$ cat src/elc_pkg.sv
// Package of the external line controller: register map, widths, resets.
// Assumes an APB slave with 32-bit data, one aligned word per register.
package elc_pkg;
  localparam int ELC_LINES = 25;
  localparam int ELC_PINS = 16;
  localparam int ELC_PORTS = 6;
  localparam int ELC_SEL_W = 3;
  localparam int ELC_ADDR_W = 12;
  localparam logic [11:0] ELC_OFF_INTEN = 12'h000;
  localparam logic [11:0] ELC_OFF_EVEN = 12'h004;
  localparam logic [11:0] ELC_OFF_RTEN = 12'h008;
  localparam logic [11:0] ELC_OFF_FTEN = 12'h00C;
  localparam logic [11:0] ELC_OFF_SWTRG = 12'h010;
  localparam logic [11:0] ELC_OFF_PEND = 12'h014;
  localparam logic [11:0] ELC_OFF_SRC_LO = 12'h018;
  localparam logic [11:0] ELC_OFF_SRC_HI = 12'h01C;
  localparam logic [24:0] ELC_EN_RST = 25'h0000000;
  localparam logic [47:0] ELC_SRC_RST = 48'h000000000000;
  localparam logic [2:0] ELC_PORT_F = 3'h5;
  localparam int ELC_FIRST_NARROW = 8;
  localparam logic [31:0] ELC_ZERO = 32'h00000000;
endpackage

$ cat src/elc_edge_det.sv
// Two-flop synchroniser and edge detector for one line.
// Assumes the input is a level from any domain.
`timescale 1ns/1ps
module elc_edge_det (
  // Clock and reset
  input wire logic pclk,
  input wire logic presetn,
  // Line
  input wire logic line_in,
  output logic rise_p,
  output logic fall_p
);
  typedef struct packed {
    logic s1;
    logic s2;
    logic prev;
  } elc_det_t;
  elc_det_t st_q, st_d;

  always_comb begin
    st_d = st_q;
    st_d.s1 = line_in;
    st_d.s2 = st_q.s1;
    st_d.prev = st_q.s2;
  end

  always_ff @(posedge pclk or negedge presetn) begin
    if (!presetn) begin
      st_q <= '0;
    end else begin
      st_q <= st_d;
    end
  end

  // One-cycle pulses from current versus previous sample
  assign rise_p = st_q.s2 & ~st_q.prev;
  assign fall_p = ~st_q.s2 & st_q.prev;
endmodule

$ cat src/elc_top.sv
// External line controller: 25 edge detectors, APB registers,
// pending flags, interrupt, event and wakeup outputs.
// Assumes APB master on pclk and pin/peripheral lines as plain levels.
`timescale 1ns/1ps

// What this block does
// - Twenty-five independent line edge detectors
// - Rising, falling or both edges per line
// - Per-line configuration and masking, independent
// - Lines 0-15 from pins, rest internal
// - Pin line picks same index from port
// - Internal lines fixed to peripheral sources
// - Both enables set detect both transitions
// - Selected transition raises enabled interrupt/event
// - Interrupt sets pending flag; event does not
// - Software trigger acts like a hardware edge
// - Separate event outputs for event-enabled lines
// - Triggers of interrupt- or event-enabled lines forwarded to wakeup logic
// - Enable one enables, zero disables, reset zero
module elc_top
  import elc_pkg::*;
#(
  parameter int LINES = ELC_LINES
) (
  // APB
  input wire logic pclk,
  input wire logic presetn,
  input wire logic psel,
  input wire logic penable,
  input wire logic pwrite,
  input wire logic [ELC_ADDR_W-1:0] paddr,
  input wire logic [31:0] pwdata,
  output logic [31:0] prdata,
  output logic pready,
  output logic pslverr,
  // Pin lines, one vector per port A..F
  input wire logic [ELC_PINS-1:0] port_a,
  input wire logic [ELC_PINS-1:0] port_b,
  input wire logic [ELC_PINS-1:0] port_c,
  input wire logic [ELC_PINS-1:0] port_d,
  input wire logic [ELC_PINS-1:0] port_e,
  input wire logic [ELC_PINS-1:0] port_f,
  // Internal peripheral lines
  input wire logic low_voltage_det,
  input wire logic rtc_alarm,
  input wire logic can0_wake,
  input wire logic can1_wake,
  input wire logic cmp_out,
  input wire logic uart0_wake,
  input wire logic uart1_wake,
  input wire logic uart2_wake,
  input wire logic over_voltage_det,
  // To processor and wakeup unit
  output logic [LINES-1:0] line_irq,
  output logic line_irq_any,
  output logic [LINES-1:0] line_event,
  output logic wakeup_req
);
  typedef struct packed {
    logic [LINES-1:0] int_en;
    logic [LINES-1:0] evt_en;
    logic [LINES-1:0] rise_en;
    logic [LINES-1:0] fall_en;
    logic [LINES-1:0] soft_trg;
    logic [LINES-1:0] pend;
    logic [47:0] src_sel;
    logic [31:0] rdata;
    logic ready;
    logic err;
    logic [LINES-1:0] irq;
    logic irq_any;
    logic [LINES-1:0] evt;
    logic wake;
  } elc_state_t;

  elc_state_t st_q, st_d;
  logic [LINES-1:0] line_lvl;
  logic [LINES-1:0] rise_p;
  logic [LINES-1:0] fall_p;
  logic [LINES-1:0] hw_trg;
  logic [LINES-1:0] sw_trg;
  logic [LINES-1:0] trg;
  logic setup;
  logic wr;
  logic rd;
  logic hit;

  // Source select layout: two words of eight 3-bit port codes
  localparam int SRC_HALF = ELC_FIRST_NARROW * ELC_SEL_W;
  localparam logic [ELC_SEL_W-1:0] SEL_A = 3'h0;
  localparam logic [ELC_SEL_W-1:0] SEL_B = 3'h1;
  localparam logic [ELC_SEL_W-1:0] SEL_C = 3'h2;
  localparam logic [ELC_SEL_W-1:0] SEL_D = 3'h3;
  localparam logic [ELC_SEL_W-1:0] SEL_E = 3'h4;

  // Pin lines: per-line port selector, same pin index
  genvar g;
  generate
    for (g = 0; g < ELC_PINS; g++) begin : g_pin
      logic [ELC_SEL_W-1:0] sel;
      assign sel = st_q.src_sel[g*ELC_SEL_W +: ELC_SEL_W];
      always_comb begin
        case (sel)
          SEL_A: line_lvl[g] = port_a[g];
          SEL_B: line_lvl[g] = port_b[g];
          SEL_C: line_lvl[g] = port_c[g];
          SEL_D: line_lvl[g] = port_d[g];
          SEL_E: line_lvl[g] = port_e[g];
          // Port F has no pins on the upper eight lines
          ELC_PORT_F:
            line_lvl[g] = (g < ELC_FIRST_NARROW) ? port_f[g] : 1'b0;
          default: line_lvl[g] = 1'b0;
        endcase
      end
    end
  endgenerate

  // Internal lines 16..24
  assign line_lvl[16] = low_voltage_det;
  assign line_lvl[17] = rtc_alarm;
  assign line_lvl[18] = can0_wake;
  assign line_lvl[19] = can1_wake;
  assign line_lvl[20] = cmp_out;
  assign line_lvl[21] = uart0_wake;
  assign line_lvl[22] = uart1_wake;
  assign line_lvl[23] = uart2_wake;
  assign line_lvl[24] = over_voltage_det;

  // One detector per line
  generate
    for (g = 0; g < LINES; g++) begin : g_det
      elc_edge_det u_det (
        .pclk(pclk),
        .presetn(presetn),
        .line_in(line_lvl[g]),
        .rise_p(rise_p[g]),
        .fall_p(fall_p[g])
      );
      // Each line gated by its own edge enables only
      assign hw_trg[g] = (rise_p[g] & st_q.rise_en[g]) |
                         (fall_p[g] & st_q.fall_en[g]);
    end
  endgenerate

  // APB decode; zero-wait, answer in the access cycle
  assign setup = psel & ~penable;
  assign wr = setup & pwrite;
  assign rd = setup & ~pwrite;
  always_comb begin
    case (paddr)
      ELC_OFF_INTEN, ELC_OFF_EVEN, ELC_OFF_RTEN, ELC_OFF_FTEN,
      ELC_OFF_SWTRG, ELC_OFF_PEND, ELC_OFF_SRC_LO, ELC_OFF_SRC_HI:
        hit = 1'b1;
      default: hit = 1'b0;
    endcase
  end

  // Software trigger: rising edge of a written bit
  assign sw_trg = (wr && paddr == ELC_OFF_SWTRG) ?
                  (pwdata[LINES-1:0] & ~st_q.soft_trg) : '0;
  assign trg = hw_trg | sw_trg;

  always_comb begin
    st_d = st_q;
    st_d.ready = setup;
    st_d.err = setup & ~hit;
    st_d.rdata = ELC_ZERO;
    if (wr) begin
      case (paddr)
        ELC_OFF_INTEN: st_d.int_en = pwdata[LINES-1:0];
        ELC_OFF_EVEN: st_d.evt_en = pwdata[LINES-1:0];
        ELC_OFF_RTEN: st_d.rise_en = pwdata[LINES-1:0];
        ELC_OFF_FTEN: st_d.fall_en = pwdata[LINES-1:0];
        ELC_OFF_SWTRG: st_d.soft_trg = pwdata[LINES-1:0];
        // Write one to clear pending; also drops the soft trigger bit
        ELC_OFF_PEND: begin
          st_d.pend = st_q.pend & ~pwdata[LINES-1:0];
          st_d.soft_trg = st_q.soft_trg & ~pwdata[LINES-1:0];
        end
        ELC_OFF_SRC_LO:
          st_d.src_sel[0 +: SRC_HALF] = pwdata[SRC_HALF-1:0];
        ELC_OFF_SRC_HI:
          st_d.src_sel[SRC_HALF +: SRC_HALF] = pwdata[SRC_HALF-1:0];
        default: st_d.err = 1'b1;
      endcase
    end
    // New interrupt triggers win over a same-cycle clear
    st_d.pend = st_d.pend | (trg & st_q.int_en);
    if (rd) begin
      case (paddr)
        ELC_OFF_INTEN: st_d.rdata[LINES-1:0] = st_q.int_en;
        ELC_OFF_EVEN: st_d.rdata[LINES-1:0] = st_q.evt_en;
        ELC_OFF_RTEN: st_d.rdata[LINES-1:0] = st_q.rise_en;
        ELC_OFF_FTEN: st_d.rdata[LINES-1:0] = st_q.fall_en;
        ELC_OFF_SWTRG: st_d.rdata[LINES-1:0] = st_q.soft_trg;
        ELC_OFF_PEND: st_d.rdata[LINES-1:0] = st_q.pend;
        ELC_OFF_SRC_LO:
          st_d.rdata[SRC_HALF-1:0] = st_q.src_sel[0 +: SRC_HALF];
        ELC_OFF_SRC_HI:
          st_d.rdata[SRC_HALF-1:0] = st_q.src_sel[SRC_HALF +: SRC_HALF];
        default: st_d.rdata = ELC_ZERO;
      endcase
    end
    // Outputs, all registered
    st_d.irq = st_d.pend & st_q.int_en;
    st_d.irq_any = |(st_d.pend & st_q.int_en);
    st_d.evt = trg & st_q.evt_en;
    st_d.wake = |(trg & (st_q.int_en | st_q.evt_en)) |
                |(st_d.pend & st_q.int_en);
  end

  always_ff @(posedge pclk or negedge presetn) begin
    if (!presetn) begin
      st_q <= '0;
      st_q.int_en <= ELC_EN_RST;
      st_q.evt_en <= ELC_EN_RST;
      st_q.src_sel <= ELC_SRC_RST;
    end else begin
      st_q <= st_d;
    end
  end

  assign prdata = st_q.rdata;
  assign pready = st_q.ready;
  assign pslverr = st_q.err;
  assign line_irq = st_q.irq;
  assign line_irq_any = st_q.irq_any;
  assign line_event = st_q.evt;
  assign wakeup_req = st_q.wake;
endmodule

$ cat config.mk
export PLATFORM = sky130hd
export DESIGN_NAME = elc_top
export DESIGN_NICKNAME = d
export VERILOG_FILES = /design/src/elc_pkg.sv /design/src/elc_edge_det.sv /design/src/elc_top.sv
export SDC_FILE = /design/constraint.sdc
export NUM_CORES = 1
export LEC_CHECK = 0
export BUFFER_PORTS_ARGS = -buffer_cell sky130_fd_sc_hd__buf_2
export CORE_ASPECT_RATIO = 0.75
export CORE_MARGIN = 1
export CORE_UTILIZATION = 40
export CTS_CLUSTER_SIZE = 10
export DETAILED_ROUTE_END_ITERATION = 7
export GPL_ROUTABILITY_DRIVEN = 1
export SLEW_MARGIN = 25
export SYNTH_ARGS = -nofsm -noshare
export SYNTH_HDL_FRONTEND = slang
export SYNTH_SLANG_ARGS = --single-unit
$ cat constraint.sdc
create_clock -name pclk -period 2 [get_ports pclk]
set_input_delay 0.5 -clock pclk [delete_from_list [all_inputs] [get_ports pclk]]
set_output_delay 0.5 -clock pclk [all_outputs]
set_load 0.02 [all_outputs]
==> out/qor.csv, run 1 <==
stage;metric;value;unit
synthesis;ys_top_cells_by_area;dfrtp_1, mux2_2, buf_4;
setup_path;reg2regPathDepth;8;
sta;setup_viol;204;
placement;dpl.cell_count;2097;
detailed_routing;drc;0;
floorplanning;io_pins;240;
finish;syn_to_final_growth;31.70;%
synthesis;ys_seq_elements;352;
placement;io_buffers;217;
sta;slew_headroom;0.6077;
worst_hold_path;hold_depth;1;
floorplanning;core_area;38550;µm²
detailed_routing;dr.pass1.iters;6;
sta;fin_crit;2.551;ns
setup_path;worstSetupEndpointType;register;
floorplanning;die_width;231.2;µm
detailed_routing;vias;12060;
detailed_routing;routed_wl;50370;µm
detailed_routing;via_per_inst;5.578;
worst_hold_path;hold_path_class;input port to register;
cts;clkSlewWorstSetupHoldPaths;0.06;ns
cts;cts_buffers;41;
setup_path;crit_type;input port to register;
cts;clockBufferDepth;3;
finish;finalNetCount;1797;
worst_hold_path;hold_start;low_voltage_det;
finish;nFillCells;3279;
setup_path;cp_common_cell;or4_4;
global_routing;grt_pass1_vias;12330;
synthesis;synthXorXnorAreaFrac;0;
synthesis;synthArstFlopShare;1.000;
synthesis;synth_top_family_by_area;compound AO/OA/AOI/OAI gates;
synthesis;netlist_top_cells_count;dfrtp_1, mux2_2, buf_4;
cts;cts_tree;yes;
setup_path;r2r-start;st_q[184];
placement;dpl_cell_area;19060;µm²
global_routing;grt_pass1_wl;76550;µm
setup_path;cp_max_fo;10;
sta;drv_slew;0;
sta;clock.fmax;392.0;MHz
detailed_routing;wl_per_cell;23.30;µm
detailed_routing;first_iter_violations;1100;
synthesis;syn_area;15760;µm²
synthesis;synth_edf_count;0;
synthesis;synth-compound-area-share;0.1444;
run;max-cap-violations;0;
synthesis;synthAdderAreaFrac;0;
global_routing;grt_max_degree;72;
placement;pre_cts_ws;-1.229;ns
synthesis;synth_mux_area_frac;0.1405;
setup_path;timing.rr.end;wakeup_req;
cts;clkLatencyLatePin;0.55;ns
synthesis;synth.most_common_cell;dfrtp_1;
global_routing;grt.total_usage;0.2538;
finish;final_area;20750;µm²
synthesis;ys_types;58;
worst_hold_path;min_to;g_det[16].u_det.st_d[1];
placement;place_congestion;0.8891;
setup_path;worst_path_max_delay_cell;or4_4;
synthesis;ys_warn_count;0;
sta;hold_viol;0;
setup_path;ff2ff_setup_slack;-0.40;ns
setup_path;crit_path_start_kind;input port;
synthesis;synth_cells;1271;
synthesis;synth_top_area_frac;0.5590;
sta;hold_slack;0.05505;ns
cts;clock_sinks;352;
status;status;complete, but fails checks;
finish;diodes;0;
floorplanning;die_area;40200;µm²
detailed_routing;postRouteAntennaNets;0;
cts;root_buffer;clkbuf_16;
setup_path;crit_path_max_incr_delay;0.57;ns
synthesis;ys.flop_type;dfrtp_1;
floorplanning;initial_core_util;0.4087;
global_routing;antenna_found_initial;0;
sta;skew;0.02576;ns
setup_path;critical_path_required;2.41;ns
power_and_ir_drop;p_leak;0.01014;µW
synthesis;ys_seq_area_frac;0.5590;
synthesis;yosys.area.top_type;dfrtp_1;
finish;instances_no_fill;2162;
power_and_ir_drop;power.density;693.8;nW/µm²
floorplanning;die_h;173.9;µm
sta;tightest_slew;0.5873;ns
sta;rsz0062_at_grt;true;
finish;drive_above_1_share;0.4691;
synthesis;synthSimpleGateAreaFrac;0.08670;
power_and_ir_drop;total_power;14400;µW
global_routing;overflow;0;
synthesis;avgSynthCellArea;12.40;µm²
cts;cts_max_level;2;
floorplanning;std_cell_rows;62;
sta;final.setup.worst_slack;-0.5510;ns
placement;post-dp-hpwl;35270;µm
sta;fin_crit_sh;1.275;
setup_path;worstPathArrival;2.96;ns
power_and_ir_drop;peakVddDrop;0.5470;mV
status;violations;setup timing;
setup_path;path_cells;buf_6 > or4_4 > nor4_4 > buf_12 > a21boi_4 > o21a_1 > or4_4 > nor4b_4 > nand4_1;
==> what timing repair did <==
item,CTS,global route
gates resized for setup,60,54
cloned,4,1
setup buffers,6,8
hold buffers,1,0
hold endpoints to repair,32,0
endpoints found under the setup margin,213,216
pin swaps,5,9
==> where the power goes <==
| part | switching (µW) | internal [µW] | total [µW] |
|---|---|---|---|
| registers | 54.3 | 7210 | 7270 |
| clock network | 2770 | 3700 | 6470 |
| logic | 388 | 279 | 667 |
==> worst max-delay path: cells and delay by family <==
family / cells / cell delay, ns
and+or+nand+nor: 5 / 1.90
buffers and inverters: 2 / 0.29
AOI/OAI and AO/OA: 2 / 0.26
==> layout make-up <==
type | instances | area [µm²] | share of cell area
inverters | 38 | 142.6 | 0.006873
repair buffers | 478 | 3613 | 0.1741
well taps | 512 | 640.6 | 0.03087
clock inverters | 2 | 17.52 | 0.0008440
clock buffers | 48 | 1062 | 0.05118
flip-flops and latches | 352 | 8808 | 0.4244
multi-input cells | 732 | 6469 | 0.3117
==> layout by cell type, fill, tap and decap left out, drive strengths merged, types with 4 or more instances in the layout <==
master  netlist  final
buf         116    476
dfrtp       352    352
mux2        154    154
nand2        70     70
a22oi        62     62
o21ai        53     53
a22o         49     49
clkbuf       39     49
inv          38     40
nand3b       27     27
a31oi        27     27
and2         26     26
a221oi       24     24
o21a         23     23
nand2b       21     21
nor2         19     19
mux4         16     16
a21boi       15     15
mux2i        12     12
a31o         12     12
a21o         11     11
nor3         11     11
or2           9      9
a21oi         9      9
o32ai         8      8
or4           8      8
nand4         8      8
nor4          8      8
conb          1      7
nand3         6      6
and3b         5      5
or3           4      4
nor4b         4      4
==> sequential cells by signal (all words and copies together) (netlist names) <==
name	count
line_event	25
g_det.u_det.st_d	50
g_pin.sel	48
st_q	150
line_irq	25
line_irq_any	1
pslverr	1
prdata	25
g_det.u_det.st_q	25
wakeup_req	1
pready	1
==> worst max-delay path by stage <==
stage               startpoint          to  slack [ns]
floorplan             paddr[1]   st_q[243]       -0.79
global placement      paddr[2]  wakeup_req       -1.23
detailed placement    paddr[2]  wakeup_req       -1.23
CTS                   paddr[7]  wakeup_req       -0.51
global route          paddr[7]  wakeup_req       -0.61
finish                paddr[7]  wakeup_req       -0.55
==> routing by layer <==
metal	GRT usage	routed length, µm	vias up
met5	0	0	-
met4	0.07312	1301	0
met3	0.06447	4296	84
met2	0.3607	21130	499
met1	0.3796	23640	6138
li1	-	-	5338
==> stage by stage <==
step                        util  setup TNS [ns]
after detailed placement  0.4943         -196.79
after global placement    0.4943         -193.22
after floorplan                -         -123.24
after CTS                 0.5323          -52.28
after global routing      0.5383          -61.85
final                     0.5383          -53.49
==> cells by family (layout without fill, tap and decap cells) <==
group / count (synthesis) / count (layout)
DFF: 352 / 352
AOI/OAI and AO/OA: 311 / 311
and+or+nand+nor: 232 / 232
buffers and inverters: 193 / 566
muxes: 182 / 182
other: 1 / 7
Power figures use the tool's default switching activity.
==> run 2, diff against run 1 <==
--- a/config.mk
+++ b/config.mk
@@ -6,12 +6,15 @@
 export NUM_CORES = 1
 export LEC_CHECK = 0
 export BUFFER_PORTS_ARGS = -buffer_cell sky130_fd_sc_hd__buf_2
+export CELL_PAD_IN_SITES_DETAIL_PLACEMENT = 2
+export CELL_PAD_IN_SITES_GLOBAL_PLACEMENT = 2
 export CORE_ASPECT_RATIO = 0.75
 export CORE_MARGIN = 1
-export CORE_UTILIZATION = 40
+export CORE_UTILIZATION = 35
 export CTS_CLUSTER_SIZE = 10
 export DETAILED_ROUTE_END_ITERATION = 7
 export GPL_ROUTABILITY_DRIVEN = 1
+export PLACE_DENSITY_LB_ADDON = 0.1
 export SLEW_MARGIN = 25
 export SYNTH_ARGS = -nofsm -noshare
 export SYNTH_HDL_FRONTEND = slang
==> run 2 against run 1 <==
  * Highest routed layer is now met5
  * Largest power group unchanged
  * Worst setup slack worse by 0.075 ns
  * First-iteration DRC count shrank 16%
  * Routed wire length is 43% higher
  * The flow finishes with violations (DRC, setup timing)
  * Clock power increased by 6.0%
  * Final cell count up 6.8%
  * Sequential cell count is the same
==> out/qor.csv, run 2 (same netlist as run 1, synthesis figures left out) <==
stage;metric;value;unit;change
cts;clockBufferDepth;3;;unchanged
sta;final.setup.worst_slack;-0.6260;ns;-0.07495 ns
finish;final_common_cell;dfrtp_1;;
cts;cts_tree;yes;;
setup_path;cp_max_fo;2;;-8
sta;fin_crit;2.626;ns;+0.07495 ns
sta;clock.fmax;380.8;MHz;-2.9%
placement;place_congestion;0.8348;;-6.1%
floorplanning;die_area;45890;µm²;+14%
status;violations;DRC, setup timing;;
floorplanning;std_cell_rows;66;;+6.5%
setup_path;critical_path_required;2.39;ns;-0.02 ns
setup_path;crit_path_max_incr_delay;0.56;ns;about the same
finish;final_cell_mix;dfrtp_1, buf_4, buf_2;;
detailed_routing;vias;13230;;+9.7%
sta;fin_crit_sh;1.313;;+0.03748
setup_path;worst_path_max_delay_cell;a2111oi_1;;
placement;dpl_cell_area;19360;µm²;+1.6%
finish;final_area;22610;µm²;+9.0%
cts;root_buffer;clkbuf_16;;
sta;skew;0.01974;ns;-0.006017 ns
floorplanning;die_width;247.0;µm;+6.8%
finish;largest_register_ffs;150;;unchanged
global_routing;grt.total_usage;0.3130;;+0.05916
finish;nFillCells;4185;;+28%
floorplanning;core_area;43850;µm²;+14%
sta;hold_viol;0;;unchanged
worst_hold_path;hold_path_class;input port to register;;
floorplanning;initial_core_util;0.3594;;-0.04936
global_routing;grt_pass1_vias;14720;;+19%
placement;pre_cts_ws;-1.349;ns;-0.1199 ns
setup_path;worstPathArrival;3.02;ns;+0.06 ns
detailed_routing;drc;50;;+50
detailed_routing;routed_wl;72130;µm;+43%
sta;rsz0062_at_grt;true;;
cts;clock_sinks;352;;unchanged
floorplanning;die_h;185.8;µm;+6.8%
finish;seq_area;8808;µm²;unchanged
power_and_ir_drop;power.density;657.3;nW/µm²;-5.3%
global_routing;antenna_found_initial;5;;+5
detailed_routing;postRouteAntennaNets;0;;unchanged
setup_path;cp_common_cell;nand4_1;;
global_routing;grt_pass1_wl;102500;µm;+34%
detailed_routing;wl_per_cell;31.25;µm;+34%
run;max-cap-violations;0;;unchanged
setup_path;critPathLaunch;st_q[209];;
power_and_ir_drop;total_power;14860;µW;+3.2%
setup_path;crit_path_start_kind;register;;
floorplanning;io_pins;240;;unchanged
worst_hold_path;hold_start;over_voltage_det;;
setup_path;crit_type;register to register;;
power_and_ir_drop;peakVddDrop;0.4902;mV;-10%
cts;clkLatencyLatePin;0.57;ns;+0.02 ns
cts;clkSlewWorstSetupHoldPaths;0.06;ns;about the same
finish;syn_to_final_growth;43.49;%;
sta;drv_slew;0;;unchanged
detailed_routing;via_per_inst;5.733;;+2.8%
sta;slew_headroom;0.5051;;-0.1026
setup_path;path_cells;and3b_1 > o21ai_1 > o21ai_0 > a2111oi_1 > nand4_1 > nor4_1 > nand4_1;;
setup_path;worstSetupEndpointType;register;;
status;status;complete, but fails checks;;
placement;post-dp-hpwl;43490;µm;+23%
finish;drive_above_1_share;0.5489;;+0.07978
placement;io_buffers;217;;unchanged
cts;cts_buffers;41;;unchanged
global_routing;grt_max_degree;65;;-9.7%
finish;regMostFlops;st_q;;
sta;tightest_slew;0.7360;ns;+0.1488 ns
global_routing;overflow;0;;unchanged
power_and_ir_drop;p_leak;0.01088;µW;+7.3%
detailed_routing;dr.pass1.iters;7;;+1
finish;multi_input_area;7089;µm²;+9.6%
sta;setup_viol;211;;+3.4%
setup_path;r2r-start;st_q[209];;
cts;cts_max_level;2;;unchanged
detailed_routing;first_iter_violations;926;;-16%
finish;finalNetCount;1875;;+4.3%
==> run 2: layer usage <==
metal  GRT usage  wire length [µm]  share of wire  vias up
li1            -                 -              -     5492
met3     0.06892              4462          0.062      176
met5           0                40        0.00055        -
met2      0.5035             33980           0.47      507
met1      0.4118             30990           0.43     7050
met4      0.1195              2657          0.037        6
==> run 2: worst max-delay path, delay by kind of cell, from the launching register on <==
kind,cells,cell delay (ns)
DFF,1,0.40
and+or+nand+nor,4,0.87
AOI/OAI and AO/OA,3,1.20
==> run 2: path summary, 6_finish.rpt <==
kind | endpoint | slack, ns | cells past startpoint
worst max-delay path | wakeup_req | -0.63 | 7
worst min-delay path | g_det[24].u_det.st_d[1] | 0.06 | 1
worst max register to register | wakeup_req | -0.63 | 7
worst min register to register | g_det[23].u_det.st_d[0] | 0.35 | 0
max in group asynchronous | g_det[22].u_det.st_d[0] | 0.76 | 3
min in group asynchronous | g_det[11].u_det.st_d[1] | 0.46 | 2
==> run 2: what timing repair did <==
action,CTS,global route
gates resized for setup,218,121
gates cloned,18,0
pin swaps,59,62
endpoints found under the hold margin,37,0
endpoints found under the setup margin,219,220
setup buffers,58,20
hold buffers,1,0
==> run 2: final cells by class <==
cell class                      count  share of cell area
Inverter                           38            0.006308
Multi-Input combinational cell    732              0.3135
Clock inverter                      1           0.0003873
Tap cell                          578             0.03198
Clock buffer                       50             0.04919
Sequential cell                   352              0.3896
Antenna cell                        1           0.0001107
Timing Repair Buffer              556              0.2089
==> run 2: metrics by stage <==
step,hold slack (ns),util,std cells,setup TNS [ns]
floorplan,0.2044,-,1277,-123.24
global placement,0.3323,0.4414,2181,-191.65
detailed placement,0.3371,0.4414,2181,-202.07
CTS,0.04163,0.5064,2304,-52.52
global route,0.05002,0.5156,2307,-83.20
finish,0.06133,0.5157,2308,-79.28
==> run 2: report_power, final <==
group	internal, µW	switching [µW]	total (µW)
sequential	7210	59.9	7270
combinational	273	460	733
clock	3850	3010	6860
total	11300	3530	14900
